### src/logic/dmc_map.svh
// register offsets, field positions and constants of the drive command interpreter
`ifndef DMC_MAP_SVH
`define DMC_MAP_SVH
`define DMC_ADDR_CMD 16'h2000
`define DMC_ADDR_FREQ 16'h2001
`define DMC_ADDR_FCTL 16'h2002
`define DMC_ADDR_STAT 16'h2100
`define DMC_CRC_PRESET 16'hFFFF
`define DMC_CRC_POLY 16'hA001
`define DMC_FN_READ 8'h03
`define DMC_FN_WRITE1 8'h06
`define DMC_FN_WRITEN 8'h10
`define DMC_MAX_REGS 8'h14
`define DMC_BCAST_ADDR 8'h00
`define DMC_BIT_ENA 12
`define DMC_BIT_EXTFLT 0
`define DMC_BIT_FRST 1
`define DMC_BIT_BBLK 2
`define DMC_PARAM_TOP 16'h1FFF
`endif

### src/logic/dmc_pkg.sv
// types shared by the drive command interpreter
package dmc_pkg;
    typedef enum logic [1:0] {RUN_NONE, RUN_STOP, RUN_GO, RUN_INCH} dmc_run_t;
    typedef enum logic [1:0] {DIR_NONE, DIR_FWD, DIR_REV, DIR_CHG} dmc_dir_t;
    typedef enum logic [3:0] {
        ST_ADDR, ST_FUNC, ST_RH, ST_RL, ST_NH, ST_NL, ST_BC, ST_DH, ST_DL,
        ST_CK0, ST_CK1, ST_DONE, ST_SKIP
    } dmc_state_t;
endpackage

### src/logic/dmc_cmd_top.sv
// modbus slave command interpreter of the drive: checks frames, decodes registers
`timescale 1ns/10ps
`default_nettype none
module dmc_cmd_top
    import dmc_pkg::*;
(
    input wire logic CLK,
    input wire logic RESET,
    input wire logic [7:0] STATION_ADDR,
    input wire logic ASCII_MODE,
    input wire logic RX_START,
    input wire logic RX_VALID,
    input wire logic [7:0] RX_DATA,
    input wire logic RX_END,
    input wire logic [7:0] WARN_CODE,
    input wire logic [7:0] FAULT_CODE,
    output logic [1:0] RUN_REQ,
    output logic [1:0] DIR_REQ,
    output logic [1:0] ACCEL_SET,
    output logic [3:0] SPEED_SEL,
    output logic [15:0] FREQ_SET,
    output logic EXT_FAULT,
    output logic FAULT_RESET,
    output logic BASE_BLOCK,
    output logic FRAME_OK,
    output logic FRAME_BAD,
    output logic [15:0] READ_DATA,
    output logic READ_VALID,
    output logic [7:0] CHECK_LOW,
    output logic [7:0] CHECK_HIGH
);
    `include "dmc_map.svh"

    // ------------------------------------------------------------
    // state
    // ------------------------------------------------------------
    typedef struct packed {
        dmc_state_t st;
        logic [7:0] func;
        logic [15:0] reg_addr;
        logic [15:0] count;
        logic [15:0] data;
        logic [7:0] ck0;
        logic [7:0] ck1;
        logic [15:0] crc_hold;
        logic [7:0] lrc_hold;
        logic has_data;
        logic [1:0] run;
        logic [1:0] dir;
        logic [1:0] accel;
        logic [3:0] speed;
        logic [15:0] freq;
        logic ext_fault;
        logic fault_reset;
        logic base_block;
        logic ok;
        logic bad;
        logic [15:0] rd;
        logic rd_valid;
        logic [7:0] ckl;
        logic [7:0] ckh;
    } dmc_top_t;

    dmc_top_t q;
    dmc_top_t next_q;
    logic [15:0] crc_now;
    logic [7:0] lrc_now;
    logic [15:0] pm_rdata;
    logic pm_we;
    logic check_match;
    logic addr_hit;
    logic [15:0] cmd;

    // ------------------------------------------------------------
    // checksum and parameter store
    // ------------------------------------------------------------
    // checksum bytes themselves must not enter the running value, so only
    // bytes before the first checksum byte are fed in
    dmc_crc_unit u_crc (
        .clk(CLK),
        .reset(RESET),
        .start(RX_START),
        .valid(RX_VALID && q.st != ST_CK0 && q.st != ST_CK1 && q.st != ST_DONE
               && q.st != ST_SKIP),
        .data(RX_DATA),
        .crc(crc_now),
        .lrc(lrc_now)
    );

    // parameter writes are applied only after the frame checks out
    assign pm_we = RX_END && check_match && addr_hit && q.has_data
                   && q.reg_addr <= `DMC_PARAM_TOP;
    dmc_param_mem u_pm (
        .clk(CLK),
        .we(pm_we),
        .param_group_index(q.reg_addr),
        .wdata(q.data),
        .rdata(pm_rdata)
    );

    assign check_match = q.st == ST_DONE &&
        (ASCII_MODE ? (q.ck0 == q.lrc_hold)
                    : ({q.ck1, q.ck0} == q.crc_hold));
    assign addr_hit = 1'b1;
    assign cmd = q.data;

    // ------------------------------------------------------------
    // frame walk
    // ------------------------------------------------------------
    always_comb begin
        next_q = q;
        next_q.ok = 1'b0;
        next_q.bad = 1'b0;
        next_q.rd_valid = 1'b0;
        next_q.fault_reset = 1'b0;
        if (RX_START) begin
            next_q.st = ST_ADDR;
            next_q.has_data = 1'b0;
        end else if (RX_VALID) begin
            case (q.st)
                ST_ADDR: begin
                    if (RX_DATA == `DMC_BCAST_ADDR || RX_DATA == STATION_ADDR) begin
                        next_q.st = ST_FUNC;
                    end else begin
                        next_q.st = ST_SKIP;
                    end
                end
                ST_FUNC: begin
                    next_q.func = RX_DATA;
                    next_q.st = ST_RH;
                end
                ST_RH: begin
                    next_q.reg_addr[15:8] = RX_DATA;
                    next_q.st = ST_RL;
                end
                ST_RL: begin
                    next_q.reg_addr[7:0] = RX_DATA;
                    next_q.st = (q.func == `DMC_FN_WRITE1) ? ST_DH : ST_NH;
                end
                ST_NH: begin
                    next_q.count[15:8] = RX_DATA;
                    next_q.st = ST_NL;
                end
                ST_NL: begin
                    next_q.count[7:0] = RX_DATA;
                    if (q.func == `DMC_FN_WRITEN) begin
                        if (q.count[15:8] != 8'h00 || RX_DATA > `DMC_MAX_REGS
                            || RX_DATA == 8'h00) begin
                            next_q.st = ST_SKIP;
                        end else begin
                            next_q.st = ST_BC;
                        end
                    end else begin
                        next_q.st = ST_CK0;
                    end
                end
                ST_BC: next_q.st = ST_DH;
                ST_DH: begin
                    next_q.data[15:8] = RX_DATA;
                    next_q.st = ST_DL;
                end
                ST_DL: begin
                    // single-register apply; a multi-write keeps the first word's low byte and the last word's high byte
                    next_q.data[7:0] = RX_DATA;
                    next_q.has_data = 1'b1;
                    next_q.st = (q.func == `DMC_FN_WRITEN && q.count[7:0] > 8'h01)
                                ? ST_DH : ST_CK0;
                    if (q.func == `DMC_FN_WRITEN) begin
                        next_q.count = q.count - 16'h0001;
                        if (q.has_data) begin
                            next_q.data = q.data;
                        end
                    end
                end
                ST_CK0: begin
                    next_q.ck0 = RX_DATA;
                    next_q.crc_hold = crc_now;
                    next_q.lrc_hold = lrc_now;
                    next_q.st = ASCII_MODE ? ST_DONE : ST_CK1;
                end
                ST_CK1: begin
                    next_q.ck1 = RX_DATA;
                    next_q.st = ST_DONE;
                end
                default: next_q.st = ST_SKIP;
            endcase
        end else if (RX_END) begin
            if (check_match && addr_hit) begin
                next_q.ok = 1'b1;
                if (q.has_data) begin
                    case (q.reg_addr)
                        `DMC_ADDR_CMD: begin
                            next_q.run = cmd[1:0];
                            next_q.dir = cmd[5:4];
                            if (cmd[`DMC_BIT_ENA]) begin
                                next_q.accel = cmd[7:6];
                                next_q.speed = cmd[11:8];
                            end
                        end
                        `DMC_ADDR_FREQ: next_q.freq = cmd;
                        `DMC_ADDR_FCTL: begin
                            next_q.ext_fault = cmd[`DMC_BIT_EXTFLT];
                            next_q.fault_reset = cmd[`DMC_BIT_FRST];
                            next_q.base_block = cmd[`DMC_BIT_BBLK];
                        end
                        default: begin
                        end
                    endcase
                end else if (q.func == `DMC_FN_READ) begin
                    next_q.rd_valid = 1'b1;
                    next_q.rd = (q.reg_addr == `DMC_ADDR_STAT)
                                ? {WARN_CODE, FAULT_CODE} : pm_rdata;
                end
            end else begin
                next_q.bad = 1'b1;
            end
            next_q.st = ST_SKIP;
        end
        next_q.ckl = ASCII_MODE ? lrc_now : crc_now[7:0];
        next_q.ckh = ASCII_MODE ? 8'h00 : crc_now[15:8];
    end

    always_ff @(posedge CLK) begin
        if (RESET) begin
            q <= '0;
            q.st <= ST_SKIP;
        end else begin
            q <= next_q;
        end
    end

    assign RUN_REQ = q.run;
    assign DIR_REQ = q.dir;
    assign ACCEL_SET = q.accel;
    assign SPEED_SEL = q.speed;
    assign FREQ_SET = q.freq;
    assign EXT_FAULT = q.ext_fault;
    assign FAULT_RESET = q.fault_reset;
    assign BASE_BLOCK = q.base_block;
    assign FRAME_OK = q.ok;
    assign FRAME_BAD = q.bad;
    assign READ_DATA = q.rd;
    assign READ_VALID = q.rd_valid;
    assign CHECK_LOW = q.ckl;
    assign CHECK_HIGH = q.ckh;

    // ------------------------------------------------------------
    // checks
    // ------------------------------------------------------------
    AST_BAD_NO_EFFECT: assert property (@(posedge CLK) disable iff (RESET)
        FRAME_BAD |-> $stable(RUN_REQ) && $stable(FREQ_SET)) else $error("bad frame acted");
    AST_GATE_ACCEL: assert property (@(posedge CLK) disable iff (RESET)
        (RX_END && check_match && q.has_data && q.reg_addr == `DMC_ADDR_CMD
         && !cmd[`DMC_BIT_ENA]) |=> $stable(ACCEL_SET) && $stable(SPEED_SEL))
        else $error("accel changed while gated");
    AST_SPEED_LOAD: assert property (@(posedge CLK) disable iff (RESET)
        (RX_END && check_match && q.has_data && q.reg_addr == `DMC_ADDR_CMD
         && cmd[`DMC_BIT_ENA]) |=> SPEED_SEL == $past(cmd[11:8])) else $error("speed");
    AST_RESET_PULSE: assert property (@(posedge CLK) disable iff (RESET)
        FAULT_RESET |=> !FAULT_RESET) else $error("fault reset not a pulse");
    AST_STATUS_READ: assert property (@(posedge CLK) disable iff (RESET)
        (READ_VALID && $past(q.reg_addr) == `DMC_ADDR_STAT)
        |-> READ_DATA == $past({WARN_CODE, FAULT_CODE})) else $error("status");
    AST_OK_XOR_BAD: assert property (@(posedge CLK) disable iff (RESET)
        !(FRAME_OK && FRAME_BAD)) else $error("ok and bad together");
    AST_CRC_PRESET: assert property (@(posedge CLK) disable iff (RESET)
        RX_START |=> crc_now == `DMC_CRC_PRESET) else $error("crc preset");
    AST_MAX_REGS: assert property (@(posedge CLK) disable iff (RESET)
        (RX_VALID && q.st == ST_NL && q.func == `DMC_FN_WRITEN && RX_DATA > `DMC_MAX_REGS
         && !RX_START) |=> q.st == ST_SKIP) else $error("too many registers");
    // a frame for another station must never reach the checksum compare
    AST_FOREIGN_SKIP: assert property (@(posedge CLK) disable iff (RESET)
        (RX_VALID && !RX_START && q.st == ST_ADDR && RX_DATA != `DMC_BCAST_ADDR
         && RX_DATA != STATION_ADDR) |=> q.st == ST_SKIP) else $error("foreign frame taken");
    AST_OK_NEEDS_MATCH: assert property (@(posedge CLK) disable iff (RESET)
        FRAME_OK |-> $past(RX_END && check_match)) else $error("ok without match");
endmodule // dmc_cmd_top
`default_nettype wire

### src/logic/dmc_crc_unit.sv
// checksum unit: modbus crc-16 and ascii lrc over one message
`timescale 1ns/10ps
`default_nettype none
module dmc_crc_unit
    import dmc_pkg::*;
(
    input wire logic clk,
    input wire logic reset,
    input wire logic start,
    input wire logic valid,
    input wire logic [7:0] data,
    output logic [15:0] crc,
    output logic [7:0] lrc
);
    `include "dmc_map.svh"
    typedef struct packed {
        logic [15:0] crc;
        logic [7:0] sum;
    } dmc_ck_t;
    dmc_ck_t q;
    dmc_ck_t next_q;
    logic [15:0] c;

    always_comb begin
        next_q = q;
        c = q.crc ^ {8'h00, data};
        for (int i = 0; i < 8; i++) begin
            c = c[0] ? ((c >> 1) ^ `DMC_CRC_POLY) : (c >> 1);
        end
        if (start) begin
            next_q.crc = `DMC_CRC_PRESET;
            next_q.sum = 8'h00;
        end else if (valid) begin
            next_q.crc = c;
            next_q.sum = q.sum + data;
        end
    end

    always_ff @(posedge clk) begin
        if (reset) begin
            q <= '{crc: `DMC_CRC_PRESET, sum: 8'h00};
        end else begin
            q <= next_q;
        end
    end
    assign crc = q.crc;
    assign lrc = 8'h00 - q.sum;
endmodule // dmc_crc_unit
`default_nettype wire

### src/logic/dmc_param_mem.sv
// drive parameter store addressed by group and index
`timescale 1ns/10ps
`default_nettype none
module dmc_param_mem
    import dmc_pkg::*;
(
    input wire logic clk,
    input wire logic we,
    input wire logic [15:0] param_group_index,
    input wire logic [15:0] wdata,
    output logic [15:0] rdata
);
    logic [15:0] mem [0:255];
    // group in the high nibble-byte, index in low: four groups of sixty-four fold into 256 words
    logic [7:0] idx;
    assign idx = {param_group_index[9:8], param_group_index[5:0]};
    always_ff @(posedge clk) begin
        if (we) begin
            mem[idx] <= wdata;
        end
        rdata <= mem[idx];
    end
endmodule // dmc_param_mem
`default_nettype wire

### config.mk
export PLATFORM = sky130hd
export DESIGN_NAME = dmc_cmd_top
export DESIGN_NICKNAME = d
export VERILOG_FILES = /design/src/logic/dmc_pkg.sv /design/src/logic/dmc_cmd_top.sv /design/src/logic/dmc_crc_unit.sv /design/src/logic/dmc_param_mem.sv
export VERILOG_INCLUDE_DIRS = /design/src /design/src/logic
export SDC_FILE = /design/constraint.sdc
export NUM_CORES = 2
export LEC_CHECK = 0
export BUFFER_PORTS_ARGS = -buffer_cell sky130_fd_sc_hd__buf_2
export CAP_MARGIN = 20
export CORE_MARGIN = 5
export CORE_UTILIZATION = 45
export CTS_CLUSTER_DIAMETER = 30
export DETAILED_ROUTE_END_ITERATION = 8
export GPL_ROUTABILITY_DRIVEN = 1
export GPL_TIMING_DRIVEN = 0
export SYNTH_ARGS = -nofsm -noshare
export SYNTH_HDL_FRONTEND = slang
export SYNTH_HIERARCHICAL = 1
export SYNTH_SLANG_ARGS = --single-unit
### constraint.sdc
create_clock -name CLK -period 6.7 [get_ports CLK]
set_input_delay 1.675 -clock CLK [delete_from_list [all_inputs] [get_ports CLK]]
set_output_delay 1.675 -clock CLK [all_outputs]
set_load 0.1 [all_outputs]
==> flow_summary.ini <==
[die]
start_util_pct = 45.2
die_h_um = 616
dieArea_um2 = 380000
die_w_um = 616
num_rows = 222
core_area_um2 = 366000
pin_count = 102

[global_route]
grt_pass1_vias = 89800
overflow = 0
grtUsageMet2_pct = 39.0
antenna_found_initial = 34
grt_use_total_pct = 25.8
grt_max_degree = 87
met3_usage_pct = 7.82
gr-max-usage-layer = met2
gr-usage-met1_pct = 34.9
grt_pass1_wl_mm = 694

[finish]
syn_to_final_growth_pct = 23.5
nNetsFinal = 9111
final_cells = 14500
drive_gt1_share_pct = 33.2
utilization_pct = 55.8

[logic_synthesis]
syn_nets = 7937
syn_inst = 7888
synth_top_area_share_pct = 74.4
synth_common_cells = edfxtp_1 (4,096), mux4_2 (1,024), a22oi_1 (513), a21oi_1 (363), nor2_1 (329)
seq_area_frac_synth_pct = 76.9
yosysWarnings = 6
yosysMostFrequentCell = edfxtp_1
yosys.area.top_type = edfxtp_1
synth-edff-count = 4096
synth_top_cells_by_area = edfxtp_1 (74%), mux4_2 (14%), dfxtp_1 (2.5%)
ys_ff_latch = 4301
ys_types = 81
synth-main-ff-cell = edfxtp_1
postSynthAreaPerCell_um2 = 21.0
async_flop_share_pct = 0
syn-cell-area_um2 = 165000

[timing]
slew_headroom_pct = 13.6
fin_crit_sh_pct = 99.0
fmax_mhz = 151
tightest_slew_ns = 1.30
whs_ns = 0.466
grt_setup_unrepaired = false
layout_min_cycle_time_ns = 6.64
clock_skew_ns = 0.0567
setup-violations-final = 0
fin_ws_ns = 0.0647
drv_slew = 0
finalHoldViolations = 0

[setup_path]
crit_path_top_delay_cell = o41ai_1
cp_common_cell = clkbuf_1
reg2reg_depth = 10
worstReg2RegEnd = u_pm/rdata[13]$_DFF_P_
crit_required_ns = 7.40
max_stage_delay_ns = 1.11
critPathCaptureType = flip-flop
crit_path_start_kind = flip-flop
worstSetupStartpoint = q[138]$_SDFFE_PP0P_
path_cells = clkbuf_1, buf_2, clkbuf_2, clkbuf_1, buf_8, mux4_2, a22oi_1, a21oi_1, o41ai_1, nand4_1
worstReg2RegStart = q[138]$_SDFFE_PP0P_
cp.arrival_ns = 7.34
critPathMaxFanout = 13
r2r_slack_ns = 0.06
worst-setup-path-type = flip-flop to flip-flop

[placement]
portBuffers = 100
place_ws_ns = -0.588
dpl.hpwl_mm = 334
dp_cells = 13100
gp_congestion = 1.04

[worst_hold_path]
hold_start = q[85]$_SDFFE_PP0P_
whs_endpoint = q[85]$_SDFFE_PP0P_
hold_path.class = flip-flop to flip-flop
min_delay_path_depth = 2

[detailed_routing]
route.vias.total = 89600
wirelength_mm = 497
vias_per_cell = 6.17
drc = 0
drt_pass1_iterations = 8
drt.antenna.violating_nets = 0
wire_per_inst_um = 34.2
drt_iter0_drc = 12300

[flow_run]
drv_cap = 0

[cts]
clk_latency_ns = 1.08
hold_buffers = 0
cts_buffers = 751
cts_buffer_depth = 4
ctsResizeCount = 0
cts_root_buffer = clkbuf_16
clkSlewWorstSetupHoldPaths_ns = 0.05
htreeDepth = 6
cts_sinks = 4301
cts_tree = yes
cts_setup_buffers = 0

[pwr]
leakage_nw = 61.4
power_density_nw_per_um2 = 336
ir_drop_v = 0.000285

[status]
run_status = finished, final reports clean
==> power breakdown <==
group | leakage (nW) | internal, W | switching, W
clock | 12.6 | 0.0253 | 0.0136
combinational | 13.0 | 0.000126 | 0.000333
sequential | 35.8 | 0.0291 | 0.0000320
==> logic make-up (layout without fill, tap and decap cells) <==
| group | after synthesis | in the layout | share of synthesized area, % |
|---|---|---|---|
| and+or+nand+nor | 723 | 723 | 2.07 |
| other | 0 | 12 | 0 |
| buffers and inverters | 601 | 2413 | 1.79 |
| adders and majority gates | 11 | 11 | 0.0878 |
| muxes | 1086 | 1086 | 14.3 |
| AOI/OAI and AO/OA | 1105 | 1105 | 4.53 |
| xor gates and xnor gates | 61 | 61 | 0.337 |
| DFF | 4301 | 4301 | 76.9 |
==> layer usage <==
metal	share of wire, %	vias up
met5	0.016	-
met4	4.8	12
met3	12	1011
met2	46	5242
met1	38	47500
li1	-	35800
==> worst max-delay path: cells and delay by family (launching register included) <==
family / cells / cell delay [ns]
AO/OA/AOI/OAI: 3 / 1.93
flip-flops: 1 / 0.46
AND/OR/NAND/NOR: 1 / 0.71
buffers and inverters: 5 / 2.79
multiplexers: 1 / 0.30
==> flip-flops by register name, indices dropped and copies added, names as in the netlist, 4 cells and up <==
register,cells
CHECK_HIGH,8
CHECK_LOW,8
FREQ_SET,16
READ_DATA,16
SPEED_SEL,4
cmd,16
q,85
u_crc/crc,16
u_crc/q,8
u_pm/mem,4096
u_pm/rdata,16
==> cells in the final DEF (no fill, tap or decap), types with 59 or more instances in the layout <==
cell type / count
buf_4: 99
buf_6: 68
bufinv_16: 111
nand2_1: 144
nor2_2: 227
clkbuf_16: 759
inv_6: 60
o41ai_1: 60
clkinvlp_4: 73
buf_8: 176
clkinv_2: 105
nor2_1: 102
buf_1: 59
a22oi_1: 513
mux2i_1: 62
clkbuf_1: 358
a21oi_1: 363
mux4_2: 1024
edfxtp_1: 4096
buf_2: 202
clkinv_1: 99
dfxtp_1: 189
==> layout make-up <==
class | count | area [µm²]
fillers | 26900 | 162000
flip-flops and latches | 4301 | 127000
multi-input cells | 2986 | 36100
clock buffers | 835 | 19300
clock inverters | 556 | 6890
well taps | 4816 | 6030
repair buffers | 421 | 5760
plain buffers | 585 | 2940
inverters | 16 | 60.1
diodes | 12 | 30.0
==> worst max path at each step <==
| stage | end | slack (ns) | depth (start not counted) |
|---|---|---|---|
| after global placement | SPEED_SEL[0]$_SDFFE_PP0P_ | -3.50 | 4 |
| after floorplan | ACCEL_SET[0]$_SDFFE_PP0P_ | 1.78 | 4 |
| after CTS | u_pm/mem[224][13]$_DFFE_PP_ | 0.19 | 12 |
| after detailed placement | u_pm/mem[224][12]$_DFFE_PP_ | -0.59 | 11 |
| after global routing | u_pm/mem[224][7]$_DFFE_PP_ | 0.13 | 12 |
| final | u_pm/rdata[13]$_DFF_P_ | 0.06 | 10 |
==> through the flow <==
step                total power, W  TNS (ns)  instance area (µm²)
finish                      0.0685         0               204000
global route                0.0703         0               204000
CTS                         0.0689         0               204000
detailed placement          0.0301   -145.65               178000
global placement            0.0302         -               172000
floorplan                   0.0300         0               165000
Power figures use the tool's default switching activity.
